==> src/rtl/ulms_pkg.sv <==
package ulms_pkg;

  localparam int ADDR_W  = 32;
  localparam int DATA_W  = 16;
  localparam int ENTRY_W = 11;
  localparam int PTR_W   = 4;
  localparam int CNT_W   = 5;

  // Register byte addresses
  localparam logic [ADDR_W-1:0] RBR_ADDR   = 32'h5000_1100;
  localparam logic [ADDR_W-1:0] LCR_ADDR   = 32'h5000_110C;
  localparam logic [ADDR_W-1:0] MCR_ADDR   = 32'h5000_1110;
  localparam logic [ADDR_W-1:0] LSR_ADDR   = 32'h5000_1114;
  localparam logic [ADDR_W-1:0] MSR_ADDR   = 32'h5000_1118;
  localparam logic [ADDR_W-1:0] RXCTL_ADDR = 32'h5000_1128;
  localparam logic [ADDR_W-1:0] DIV_ADDR   = 32'h5000_112C;
  localparam logic [ADDR_W-1:0] ISTAT_ADDR = 32'h5000_1130;
  localparam logic [ADDR_W-1:0] IMASK_ADDR = 32'h5000_1134;

  // line_status_reg fields
  localparam int LSR_DR = 0;
  localparam int LSR_OE = 1;
  localparam int LSR_PE = 2;
  localparam int LSR_FE = 3;
  localparam int LSR_BI = 4;

  // modem_status_reg fields
  localparam int MSR_TERI = 2;
  localparam int MSR_DDCD = 3;
  localparam int MSR_CTS  = 4;
  localparam int MSR_RI   = 6;
  localparam int MSR_DCD  = 7;

  // modem_control_reg fields
  localparam int MCR_RTS  = 1;
  localparam int MCR_AUX_OUTPUT_ONE = 2;
  localparam int MCR_AUX_OUTPUT_TWO = 3;
  localparam int MCR_LOOP = 4;

  // line_control_reg and receive control fields
  localparam int LCR_PEN    = 3;
  localparam int LCR_EPS    = 4;
  localparam int RXCTL_FIFO = 0;

  // Interrupt status and mask fields
  localparam int INT_RXCHAR = 0;
  localparam int INT_LINE   = 1;
  localparam int INT_MODEM  = 2;

  // Receive entry layout: data in [7:0]
  localparam int ENT_PE = 8;
  localparam int ENT_FE = 9;
  localparam int ENT_BI = 10;

  localparam logic [15:0]      DIV_RESET   = 16'h0001;
  localparam logic [7:0]       REG8_RESET  = 8'h00;
  localparam logic [2:0]       INT_RESET   = 3'h0;
  localparam logic [3:0]       SAMPLE_MID  = 4'h7;
  localparam logic [3:0]       SAMPLE_LAST = 4'hF;
  localparam logic [2:0]       LAST_BIT    = 3'h7;
  localparam logic [7:0]       TICKS_PAR   = 8'hB0;
  localparam logic [7:0]       TICKS_NOPAR = 8'hA0;
  localparam logic [7:0]       LOW_MAX     = 8'hFF;
  localparam logic [CNT_W-1:0] FIFO_DEPTH  = 5'h10;

  typedef enum logic [2:0] {
    RX_IDLE,
    RX_START,
    RX_DATA,
    RX_PARITY,
    RX_STOP,
    RX_CHECK,
    RX_WAIT_HIGH
  } ulms_rx_state_type;

endpackage

==> src/rtl/ulms_status.sv <==
// Local design decision: the address-and-strobe port.
`timescale 1ns/10ps
// What this block does
// RQ1: Missing valid stop bit sets framing_error_flag, line_status_reg bit 3.
// RQ2: In FIFO mode parity, framing and break errors show only when their character reaches the head.
// RQ3: After framing error with nonzero data, the low stop level is taken as next start bit.
// RQ4: A break also sets framing_error_flag beside break_indication bit 4.
// RQ5: A break also sets parity_error_flag, bit 2.
// RQ6: Parity errors counted only while parity_enable_bit (line_control_reg[3]) is set.
// RQ7: Reading line_status_reg clears framing, parity and overrun flags.
// RQ8: Non-FIFO: unread character overwritten by new one sets overrun, bit 1.
// RQ9: FIFO mode: character arriving into a full FIFO is dropped, overrun set.
// RQ10: rx_data_ready bit 0 set while any received character is held.
// RQ11: modem_status_reg bit 7 is inverse carrier detect, or aux_output_two in loopback.
// RQ12: Bit 6 is inverse ring indicator, or aux_output_one in loopback.
// RQ13: Bit 4 is inverse clear-to-send, or the RTS control bit in loopback.
// RQ14: carrier_change_flag bit 3 sets on carrier change, clears on status read.
// RQ15: Carrier asserted across a reset sets carrier_change_flag after release.
// RQ16: ring_trailing_edge_flag bit 2 sets when ring goes active to inactive.
// RQ17: In loopback that flag sets when aux_output_one falls high to low.
// RQ18: Break is serial input low longer than a full character time.
// RQ19: Reserved status bits read zero and ignore writes.
module ulms_status (
  input  wire logic                        clk,
  input  wire logic                        rst_b,
  input  wire logic [ulms_pkg::ADDR_W-1:0] addr,
  input  wire logic [ulms_pkg::DATA_W-1:0] wrData,
  input  wire logic                        wrEn,
  input  wire logic                        rdEn,
  output      logic [ulms_pkg::DATA_W-1:0] rdData,
  input  wire logic                        rxIn,
  input  wire logic                        dcdInN,
  input  wire logic                        ringIndicatorInN,
  input  wire logic                        ctsInN,
  output      logic                        irq,
  output      logic                        rtsOutN
);

  logic [7:0]                   lineControlReg;
  logic [7:0]                   modemControlReg;
  logic                         fifoMode;
  logic [15:0]                  baudDiv;
  logic [2:0]                   intMask;
  logic [2:0]                   intStat;
  logic [15:0]                  tickCnt;
  logic                         tick;
  ulms_pkg::ulms_rx_state_type  rxState;
  logic [3:0]                   sampleCnt;
  logic [2:0]                   bitCnt;
  logic [7:0]                   shiftData;
  logic                         parityBad;
  logic [7:0]                   lowCnt;
  logic                         push;
  logic [ulms_pkg::ENTRY_W-1:0] pushEntry;
  logic [ulms_pkg::ENTRY_W-1:0] rxMem [ulms_pkg::FIFO_DEPTH];
  logic [ulms_pkg::PTR_W-1:0]   wrPtr;
  logic [ulms_pkg::PTR_W-1:0]   rdPtr;
  logic [ulms_pkg::CNT_W-1:0]   rxCount;
  logic                         headShown;
  logic                         framingErrorFlag;
  logic                         parityErrorFlag;
  logic                         overrunFlag;
  logic                         breakFlag;
  logic                         carrierChangeFlag;
  logic                         ringTrailingEdgeFlag;
  logic                         dcdPrev;
  logic                         riPrev;
  logic                         loopMode;
  logic                         carrierState;
  logic                         ringIndicateState;
  logic                         clearToSendState;
  logic                         lsrRead;
  logic                         msrRead;
  logic                         pop;
  logic                         rxDataReady;
  logic                         revealNow;
  logic [ulms_pkg::ENTRY_W-1:0] headEntry;
  logic                         overrunEvt;
  logic                         fifoFlush;
  logic [2:0]                   intEvents;

  function automatic logic [7:0] charTicks(input logic parity_enable_bit);
    return parity_enable_bit ? ulms_pkg::TICKS_PAR : ulms_pkg::TICKS_NOPAR;
  endfunction

  function automatic logic parityBit(input logic [7:0] d, input logic evenSel);
    return evenSel ? ^d : ~^d;
  endfunction

  ////////////////////////////////////////////////////////////////////////////
  // Decode and modem line selection

  assign lsrRead      = rdEn && (addr == ulms_pkg::LSR_ADDR);
  assign msrRead      = rdEn && (addr == ulms_pkg::MSR_ADDR);
  assign rxDataReady  = (rxCount != '0);                                // see RQ10
  assign pop          = rdEn && (addr == ulms_pkg::RBR_ADDR) && rxDataReady;
  assign fifoFlush    = wrEn && (addr == ulms_pkg::RXCTL_ADDR)
                        && (wrData[ulms_pkg::RXCTL_FIFO] != fifoMode);
  assign headEntry    = rxMem[rdPtr];
  assign revealNow    = rxDataReady && !headShown;                     // see RQ2
  assign overrunEvt   = push && (fifoMode ? (rxCount == ulms_pkg::FIFO_DEPTH)   // see RQ9
                                          : (rxDataReady && !pop));           // see RQ8
  assign loopMode     = modemControlReg[ulms_pkg::MCR_LOOP];
  assign carrierState = loopMode ? modemControlReg[ulms_pkg::MCR_AUX_OUTPUT_TWO] : !dcdInN;  // see RQ11
  assign ringIndicateState = loopMode ? modemControlReg[ulms_pkg::MCR_AUX_OUTPUT_ONE]
                                      : !ringIndicatorInN;                 // see RQ12
  assign clearToSendState  = loopMode ? modemControlReg[ulms_pkg::MCR_RTS] : !ctsInN; // see RQ13

  ////////////////////////////////////////////////////////////////////////////
  // Control registers

  always_ff @(posedge clk)
  begin
    if (!rst_b)
    begin
      lineControlReg  <= ulms_pkg::REG8_RESET;
      modemControlReg <= ulms_pkg::REG8_RESET;
      fifoMode        <= 1'b0;
      baudDiv         <= ulms_pkg::DIV_RESET;
      intMask         <= ulms_pkg::INT_RESET;
    end
    else if (wrEn)
    begin
      if (addr == ulms_pkg::LCR_ADDR)
        lineControlReg <= wrData[7:0];
      else if (addr == ulms_pkg::MCR_ADDR)
        modemControlReg <= wrData[7:0];
      else if (addr == ulms_pkg::RXCTL_ADDR)
        fifoMode <= wrData[ulms_pkg::RXCTL_FIFO];
      else if (addr == ulms_pkg::DIV_ADDR)
        baudDiv <= wrData;
      else if (addr == ulms_pkg::IMASK_ADDR)
        intMask <= wrData[2:0];
    end
  end

  ////////////////////////////////////////////////////////////////////////////
  // Oversample tick, sixteen per bit

  always_ff @(posedge clk)
  begin
    if (!rst_b)
    begin
      tickCnt <= '0;
      tick    <= 1'b0;
    end
    else if (tickCnt >= baudDiv)
    begin
      tickCnt <= '0;
      tick    <= 1'b1;
    end
    else
    begin
      tickCnt <= tickCnt + 16'h0001;
      tick    <= 1'b0;
    end
  end

  // Low time of the serial input, in ticks
  always_ff @(posedge clk)
  begin
    if (!rst_b || rxIn)
      lowCnt <= '0;
    else if (tick && lowCnt != ulms_pkg::LOW_MAX)
      lowCnt <= lowCnt + 8'h01;
  end

  ////////////////////////////////////////////////////////////////////////////
  // Receiver

  always_ff @(posedge clk)
  begin
    if (!rst_b)
    begin
      rxState   <= ulms_pkg::RX_IDLE;
      sampleCnt <= '0;
      bitCnt    <= '0;
      shiftData <= '0;
      parityBad <= 1'b0;
      push      <= 1'b0;
      pushEntry <= '0;
    end
    else
    begin
      push <= 1'b0;
      case (rxState)
        ulms_pkg::RX_IDLE:
        begin
          sampleCnt <= '0;
          parityBad <= 1'b0;
          if (!rxIn)
            rxState <= ulms_pkg::RX_START;
        end
        ulms_pkg::RX_START:
        begin
          if (tick)
          begin
            sampleCnt <= sampleCnt + 4'h1;
            if (sampleCnt == ulms_pkg::SAMPLE_MID)
            begin
              sampleCnt <= '0;
              bitCnt    <= '0;
              rxState   <= rxIn ? ulms_pkg::RX_IDLE : ulms_pkg::RX_DATA;
            end
          end
        end
        ulms_pkg::RX_DATA:
        begin
          if (tick)
          begin
            sampleCnt <= sampleCnt + 4'h1;
            if (sampleCnt == ulms_pkg::SAMPLE_LAST)
            begin
              shiftData <= {rxIn, shiftData[7:1]};
              bitCnt    <= bitCnt + 3'h1;
              if (bitCnt == ulms_pkg::LAST_BIT)
                rxState <= lineControlReg[ulms_pkg::LCR_PEN] ? ulms_pkg::RX_PARITY
                                                             : ulms_pkg::RX_STOP;
            end
          end
        end
        ulms_pkg::RX_PARITY:
        begin
          if (tick)
          begin
            sampleCnt <= sampleCnt + 4'h1;
            if (sampleCnt == ulms_pkg::SAMPLE_LAST)
            begin
              parityBad <= rxIn != parityBit(shiftData, lineControlReg[ulms_pkg::LCR_EPS]);
              rxState   <= ulms_pkg::RX_STOP;
            end
          end
        end
        ulms_pkg::RX_STOP:
        begin
          if (tick)
          begin
            sampleCnt <= sampleCnt + 4'h1;
            if (sampleCnt == ulms_pkg::SAMPLE_LAST)
            begin
              pushEntry <= {1'b0, !rxIn,
                            parityBad && lineControlReg[ulms_pkg::LCR_PEN], shiftData}; // see RQ1, RQ6
              if (rxIn)
              begin
                push    <= 1'b1;
                rxState <= ulms_pkg::RX_IDLE;
              end
              else if (shiftData == '0)
                rxState <= ulms_pkg::RX_CHECK;
              else
              begin
                push      <= 1'b1;
                sampleCnt <= '0;
                bitCnt    <= '0;
                parityBad <= 1'b0;
                rxState   <= ulms_pkg::RX_DATA;                         // see RQ3
              end
            end
          end
        end
        ulms_pkg::RX_CHECK:
        begin
          if (rxIn)
          begin
            push    <= 1'b1;
            rxState <= ulms_pkg::RX_IDLE;
          end
          else if (lowCnt > charTicks(lineControlReg[ulms_pkg::LCR_PEN]))  // see RQ18
          begin
            push      <= 1'b1;
            pushEntry <= {3'b111, 8'h00};                               // see RQ4, RQ5
            rxState   <= ulms_pkg::RX_WAIT_HIGH;
          end
        end
        default:
        begin
          if (rxIn)
            rxState <= ulms_pkg::RX_IDLE;
        end
      endcase
    end
  end

  ////////////////////////////////////////////////////////////////////////////
  // Receive holding register / FIFO

  always_ff @(posedge clk)
  begin
    if (push && (fifoMode ? (rxCount != ulms_pkg::FIFO_DEPTH) : 1'b1))
      rxMem[fifoMode ? wrPtr : rdPtr] <= pushEntry;                     // see RQ8, RQ9
  end

  always_ff @(posedge clk)
  begin
    if (!rst_b || fifoFlush)
    begin
      wrPtr   <= '0;
      rdPtr   <= '0;
      rxCount <= '0;
    end
    else if (fifoMode)
    begin
      if (push && rxCount != ulms_pkg::FIFO_DEPTH)
        wrPtr <= wrPtr + 4'h1;
      if (pop)
        rdPtr <= rdPtr + 4'h1;
      if ((push && rxCount != ulms_pkg::FIFO_DEPTH) && !pop)
        rxCount <= rxCount + 5'h01;
      else if (pop && !(push && rxCount != ulms_pkg::FIFO_DEPTH))
        rxCount <= rxCount - 5'h01;
    end
    else if (push)
      rxCount <= 5'h01;
    else if (pop)
      rxCount <= '0;                                                    // see RQ10
  end

  always_ff @(posedge clk)
  begin
    if (!rst_b || fifoFlush || pop || (push && !fifoMode))
      headShown <= 1'b0;
    else if (revealNow)
      headShown <= 1'b1;
  end

  ////////////////////////////////////////////////////////////////////////////
  // Line status flags, set wins over read clear

  always_ff @(posedge clk)
  begin
    if (!rst_b)
    begin
      framingErrorFlag <= 1'b0;
      parityErrorFlag  <= 1'b0;
      overrunFlag      <= 1'b0;
      breakFlag        <= 1'b0;
    end
    else
    begin
      framingErrorFlag <= (framingErrorFlag && !lsrRead)
                          || (revealNow && headEntry[ulms_pkg::ENT_FE]);  // see RQ1, RQ7
      parityErrorFlag  <= (parityErrorFlag && !lsrRead)
                          || (revealNow && headEntry[ulms_pkg::ENT_PE]);  // see RQ5, RQ7
      overrunFlag      <= (overrunFlag && !lsrRead) || overrunEvt;       // see RQ7
      breakFlag        <= (breakFlag && !lsrRead)
                          || (revealNow && headEntry[ulms_pkg::ENT_BI]);
    end
  end

  ////////////////////////////////////////////////////////////////////////////
  // Modem change flags

  always_ff @(posedge clk)
  begin
    if (!rst_b)
    begin
      dcdPrev              <= 1'b0;
      riPrev               <= 1'b0;
      carrierChangeFlag    <= 1'b0;
      ringTrailingEdgeFlag <= 1'b0;
    end
    else
    begin
      dcdPrev              <= carrierState;
      riPrev               <= ringIndicateState;
      // Previous level resets inactive, so carrier held across reset flags
      carrierChangeFlag    <= (carrierChangeFlag && !msrRead)
                              || (carrierState != dcdPrev);              // see RQ14, RQ15
      ringTrailingEdgeFlag <= (ringTrailingEdgeFlag && !msrRead)
                              || (riPrev && !ringIndicateState);         // see RQ16, RQ17
    end
  end

  ////////////////////////////////////////////////////////////////////////////
  // Interrupts and read port

  assign intEvents = {(carrierState != dcdPrev) || (riPrev && !ringIndicateState),
                      overrunEvt || (revealNow && headEntry[ulms_pkg::ENT_BI:ulms_pkg::ENT_PE] != '0),
                      push};

  always_ff @(posedge clk)
  begin
    if (!rst_b)
    begin
      intStat <= ulms_pkg::INT_RESET;
      irq     <= 1'b0;
      rtsOutN <= 1'b1;
    end
    else
    begin
      intStat <= (intStat & ~{3{rdEn && addr == ulms_pkg::ISTAT_ADDR}}) | intEvents;
      irq     <= (intStat & intMask) != '0;
      rtsOutN <= loopMode || !modemControlReg[ulms_pkg::MCR_RTS];
    end
  end

  always_ff @(posedge clk)
  begin
    if (!rst_b || !rdEn)
      rdData <= '0;
    else if (addr == ulms_pkg::RBR_ADDR)
      rdData <= {8'h00, headEntry[7:0]};
    else if (addr == ulms_pkg::LCR_ADDR)
      rdData <= {8'h00, lineControlReg};
    else if (addr == ulms_pkg::MCR_ADDR)
      rdData <= {8'h00, modemControlReg};
    else if (addr == ulms_pkg::LSR_ADDR)
      rdData <= {11'h000, breakFlag, framingErrorFlag, parityErrorFlag,
                 overrunFlag, rxDataReady};                            // see RQ19
    else if (addr == ulms_pkg::MSR_ADDR)
      rdData <= {8'h00, carrierState, ringIndicateState, 1'b0, clearToSendState,
                 carrierChangeFlag, ringTrailingEdgeFlag, 2'b00};      // see RQ19
    else if (addr == ulms_pkg::RXCTL_ADDR)
      rdData <= {15'h0000, fifoMode};
    else if (addr == ulms_pkg::DIV_ADDR)
      rdData <= baudDiv;
    else if (addr == ulms_pkg::ISTAT_ADDR)
      rdData <= {13'h0000, intStat};
    else if (addr == ulms_pkg::IMASK_ADDR)
      rdData <= {13'h0000, intMask};
    else
      rdData <= '0;
  end
endmodule // ulms_status

==> config.mk <==
export PLATFORM = sky130hd
export DESIGN_NAME = ulms_status
export DESIGN_NICKNAME = d
export VERILOG_FILES = /design/src/rtl/ulms_pkg.sv /design/src/rtl/ulms_status.sv
export SDC_FILE = /design/constraint.sdc
export NUM_CORES = 1
export LEC_CHECK = 0
export BUFFER_PORTS_ARGS = -buffer_cell sky130_fd_sc_hd__buf_4
export CORE_AREA = 2 2 154 156
export CTS_BUF_LIST = sky130_fd_sc_hd__clkbuf_16
export DETAILED_ROUTE_END_ITERATION = 10
export DIE_AREA = 0 0 156 158
export PLACE_DENSITY = 0.78
export SLEW_MARGIN = 25
export SYNTH_ARGS = -nofsm -noshare
export SYNTH_HDL_FRONTEND = slang
export SYNTH_SLANG_ARGS = --single-unit
==> constraint.sdc <==
create_clock -name clk -period 5.17 [get_ports clk]
set_input_delay 1.034 -clock clk [delete_from_list [all_inputs] [get_ports clk]]
set_output_delay 1.034 -clock clk [all_outputs]
set_load 0.02 [all_outputs]
==> results summary <==
The flow ran to the end, and the final reports show no timing, DRC or antenna violations. The count of buffers inserted at the top-level ports is between 70 and 80. The count of pins over their slew limit is 0.

For this configuration, the core starts out at a cell density of 0.5922. In the final routed layout, each cell accounts on average for 21.00 um. STA puts the critical path data arrival time at 4.18 ns. After detailed routing, the number of vias per cell comes to 6.229. Summed over all cells, the static leakage comes to about 5.5 nW.

The number of synthesis warnings is 0. The count of nets left with antenna violations after detail routing came out at 0. The pin count of the biggest net entering global routing is 75. The register bit total from synthesis is 315. After detailed routing, the number of remaining DRC violations is 0.

The global routing usage on met1 came out at 0.3370. The synthesized-area fraction occupied by adder cells came out at 0.03171. Total power for the finished layout comes to 5.411 mW.

The met3 usage is 0.03997. The via count of the routed design came out at slightly above 9000. The total of hold buffers inserted after clock tree synthesis is 0. The number of buffers created by CTS came out at 34. The first-pass GRT wire length is approximately 50 mm. The root cell of the clock tree is sky130_fd_sc_hd__clkbuf_16. The post-synthesis mux area share came out at 0.1061.

For this run, the share of the core covered by cells in the final layout is 0.6759. The power per cell area came out at 347.3 nW/um^2. TritonCTS built the clock tree. The buffer count from post-CTS setup fixing came out at 0. Summed over all instances, the cell type with the most area after synthesis is sky130_fd_sc_hd__edfxtp_1.

By area, the combinational part of the netlist is dominated by simple AND/OR/NAND/NOR gates. The detailed-router iteration count before antenna repair is 5. The required time of the critical path is 5.61 ns. Clock tree synthesis found a total of ~320 sinks.

The placer's final routability congestion estimate came out at 0.8463. Setup repair after global routing left no endpoint under its margin. The kind of critical path is input pin to flop. The area share of the largest cell type after synthesis is 0.3872. The most common cell in the synthesized netlist is sky130_fd_sc_hd__edfxtp_1. The post-synth design cell area came out at 13650 um^2. In this run the worst hold path is classified as flop to flop. At the pin with the least slew margin, the transition time is 1.018 ns.

The worst setup path is captured at a flop. The total congestion overflow after global routing came out at 0. The relative slew slack came out at 0.3203.

The number of global-route vias before repair came out at around 9000. Of the total synthesized cell area, the portion taken by XOR and XNOR cells is 0.02181. The worst-case clock skew came out at 0.01741 ns.

Ranked by total cell area, the synthesized netlist is headed by sky130_fd_sc_hd__edfxtp_1 (39%), sky130_fd_sc_hd__dfxtp_1 (20%), sky130_fd_sc_hd__mux4_2 (8.7%), sky130_fd_sc_hd__ha_1 (3.0%), sky130_fd_sc_hd__a21oi_1 (2.9%). The count of instances resized after the clock tree is built came out at 0. The number of nets at the end of the flow came out at 1270. The clock-pin transition on the worst setup and hold timing paths is 0.06 ns. The standard cell core area is about 23000 um^2.

The placement row count came out at 56. The die is ~160 um tall. The maximum VDD drop is 0.2013 mV. The portion of the clock cycle consumed by the worst path in the final layout came out at 0.7236. The simple logic cell fraction of the synthesized area is 0.1257. The area of the die is 24650 um^2.

The HPWL after detailed placement is roughly 20 mm. The sequential-to-total area share from yosys stat came out at 0.5910. Along the worst path, the maximum fanout reaches 17.

Of all flip-flops after synthesis, the portion carrying an async set or reset was 0. In the final layout, the share of cells above drive strength 1 is 0.1857. The compound-cell area share of the yosys netlist came to 0.09331. The average instance in the mapped netlist occupies 12.41 um^2. The total global-route track usage came out at 0.2603. Max-cap violations in this run came to 0. The final critical delay including setup and external delays is 3.741 ns.

The netlist uses 77 different library cells. The cell count after synthesis came out at 1100. The number of flops mapped to enable cells by yosys is 176.

The upper clock frequency limit is 267.3 MHz. By count the netlist is led by sky130_fd_sc_hd__edfxtp_1 (176), sky130_fd_sc_hd__dfxtp_1 (139), sky130_fd_sc_hd__nand2_1 (97). The layout-stage area growth over the synthesis result came out at 14.14%. At the later pin of the worst-skew pair, clock insertion delay measures 0.52 ns. The number of top-level design ports is 74. The initial antenna violation count came to 0. The DRC marker count from the first detailed-route iteration came out at ~850. Setup violations remaining at the end of the flow were counted as 0. Counting every net in the synthesized netlist gives 1190. The die width is ~160 um. In this run the deepest clock path goes through 3 buffers. The final antenna diode count came out at 0. The worst setup path is launched from an input pin. The met2 track demand over resource in global routing came out at 0.4488. For this run, the leading register cell type out of synthesis is sky130_fd_sc_hd__edfxtp_1.

The number of hold violations in the final report is 0. The final sum of negative setup slack came out at 0 ns. The layer flagged by global routing as most heavily used is met2. The number of levels in the clock H-tree is 2. The final wirelength is 31.42 mm.
area by class of cell:
type / count / area [um^2]
Sequential cell: 315 / 8069
Fill cell: 1625 / 7471
Multi-Input combinational cell: 683 / 5169
Clock buffer: 35 / 875.8
Timing Repair Buffer: 98 / 733.2
Tap cell: 290 / 362.8
Clock inverter: 27 / 191.4
Inverter: 48 / 180.2
critical path: stages:
cell	delay (ns)
sky130_fd_sc_hd__buf_4	0.11
sky130_fd_sc_hd__nor4b_2	0.40
sky130_fd_sc_hd__nand4_1	0.36
sky130_fd_sc_hd__nor3_4	0.24
sky130_fd_sc_hd__buf_4	0.23
sky130_fd_sc_hd__nand2b_1	0.25
sky130_fd_sc_hd__ha_1	0.28
sky130_fd_sc_hd__a21o_1	0.17
sky130_fd_sc_hd__a21o_1	0.20
sky130_fd_sc_hd__or4_1	0.48
sky130_fd_sc_hd__o211ai_1	0.11
sky130_fd_sc_hd__o311ai_1	0.12
sky130_fd_sc_hd__a21oi_1	0.19
flip-flops by register name, summed over array words and instances, names as in the netlist, 3 cells and up, named ones only:
signal	count
rxMem	176
baudDiv	16
rdData	16
tickCnt	16
pushEntry	11
lineControlReg	8
lowCnt	8
modemControlReg	8
shiftData	8
rxCount	5
rdPtr	4
sampleCnt	4
wrPtr	4
bitCnt	3
intMask	3
intStat	3
rxState	3
logic make-up (layout without fill, tap and decap cells):
logic type	after synthesis	count (layout)
simple gates	341	341
flops	315	315
compound gates	196	196
buf+inv	102	208
mux	78	78
fa+ha+maj	34	34
xor+xnor	34	34
where the power goes:
group,internal (mW),total (mW),switching [mW]
combinational,0.164,0.392,0.228
clock,1.33,2.30,0.967
sequential,2.65,2.72,0.0683
metrics by stage:
| stage | cell area, um^2 | hold WS (ns) | cells | setup slack (ns) |
|---|---|---|---|---|
| floorplan | 13650 | 0.4031 | 1100 | 1.249 |
| global placement | 14510 | 0.4265 | 1433 | 1.008 |
| detailed placement | 14510 | 0.4322 | 1434 | 0.9131 |
| CTS | 15580 | 0.4445 | 1496 | 1.436 |
| global route | 15580 | 0.4631 | 1496 | 1.192 |
| finish | 15580 | 0.4498 | 1496 | 1.429 |
cells in the final DEF (no fill, tap or decap), types with 4 or more instances in the layout:
cell type / n
sky130_fd_sc_hd__edfxtp_1: 176
sky130_fd_sc_hd__nand2b_1: 10
sky130_fd_sc_hd__and3_1: 12
sky130_fd_sc_hd__nor4_1: 5
sky130_fd_sc_hd__dfxtp_1: 138
sky130_fd_sc_hd__mux2i_1: 21
sky130_fd_sc_hd__and2_1: 16
sky130_fd_sc_hd__a211oi_1: 5
sky130_fd_sc_hd__o21a_1: 4
sky130_fd_sc_hd__o21ai_0: 21
sky130_fd_sc_hd__mux4_2: 53
sky130_fd_sc_hd__a31o_2: 4
sky130_fd_sc_hd__a21oi_1: 79
sky130_fd_sc_hd__xor2_1: 13
sky130_fd_sc_hd__a22oi_1: 14
sky130_fd_sc_hd__clkinv_1: 11
sky130_fd_sc_hd__or3_1: 5
sky130_fd_sc_hd__mux2_2: 4
sky130_fd_sc_hd__a222oi_1: 6
sky130_fd_sc_hd__nand2_1: 97
sky130_fd_sc_hd__nor4b_2: 4
sky130_fd_sc_hd__nor2_1: 91
sky130_fd_sc_hd__nor2b_1: 8
sky130_fd_sc_hd__nor3_1: 28
sky130_fd_sc_hd__clkinv_2: 5
sky130_fd_sc_hd__a32oi_1: 4
sky130_fd_sc_hd__nand3_1: 29
sky130_fd_sc_hd__buf_4: 97
sky130_fd_sc_hd__o211ai_1: 8
sky130_fd_sc_hd__a21o_1: 7
sky130_fd_sc_hd__ha_1: 33
sky130_fd_sc_hd__clkbuf_16: 35
sky130_fd_sc_hd__xnor2_1: 21
sky130_fd_sc_hd__a31oi_1: 11
sky130_fd_sc_hd__nand4_1: 14
sky130_fd_sc_hd__inv_1: 51
final timing paths:
| kind | from | endpoint | slack (ns) | cells after the start |
|---|---|---|---|---|
| setup / recovery | addr[26] | rxCount[4] | 1.43 | 13 |
| hold / removal | modemControlReg[1] | rtsOutN | 0.45 | 1 |
| setup reg to reg | rxCount[0] | rxCount[4] | 1.56 | 12 |
| hold reg to reg | modemControlReg[1] | rtsOutN | 0.45 | 1 |
layer usage:
| layer | wire (um) | share of wire |
|---|---|---|
| met5 | 0 | 0 |
| met4 | 906 | 0.029 |
| met3 | 2379 | 0.076 |
| met2 | 15480 | 0.49 |
| met1 | 12650 | 0.40 |
Note: power is estimated with default switching activity, not from simulation.
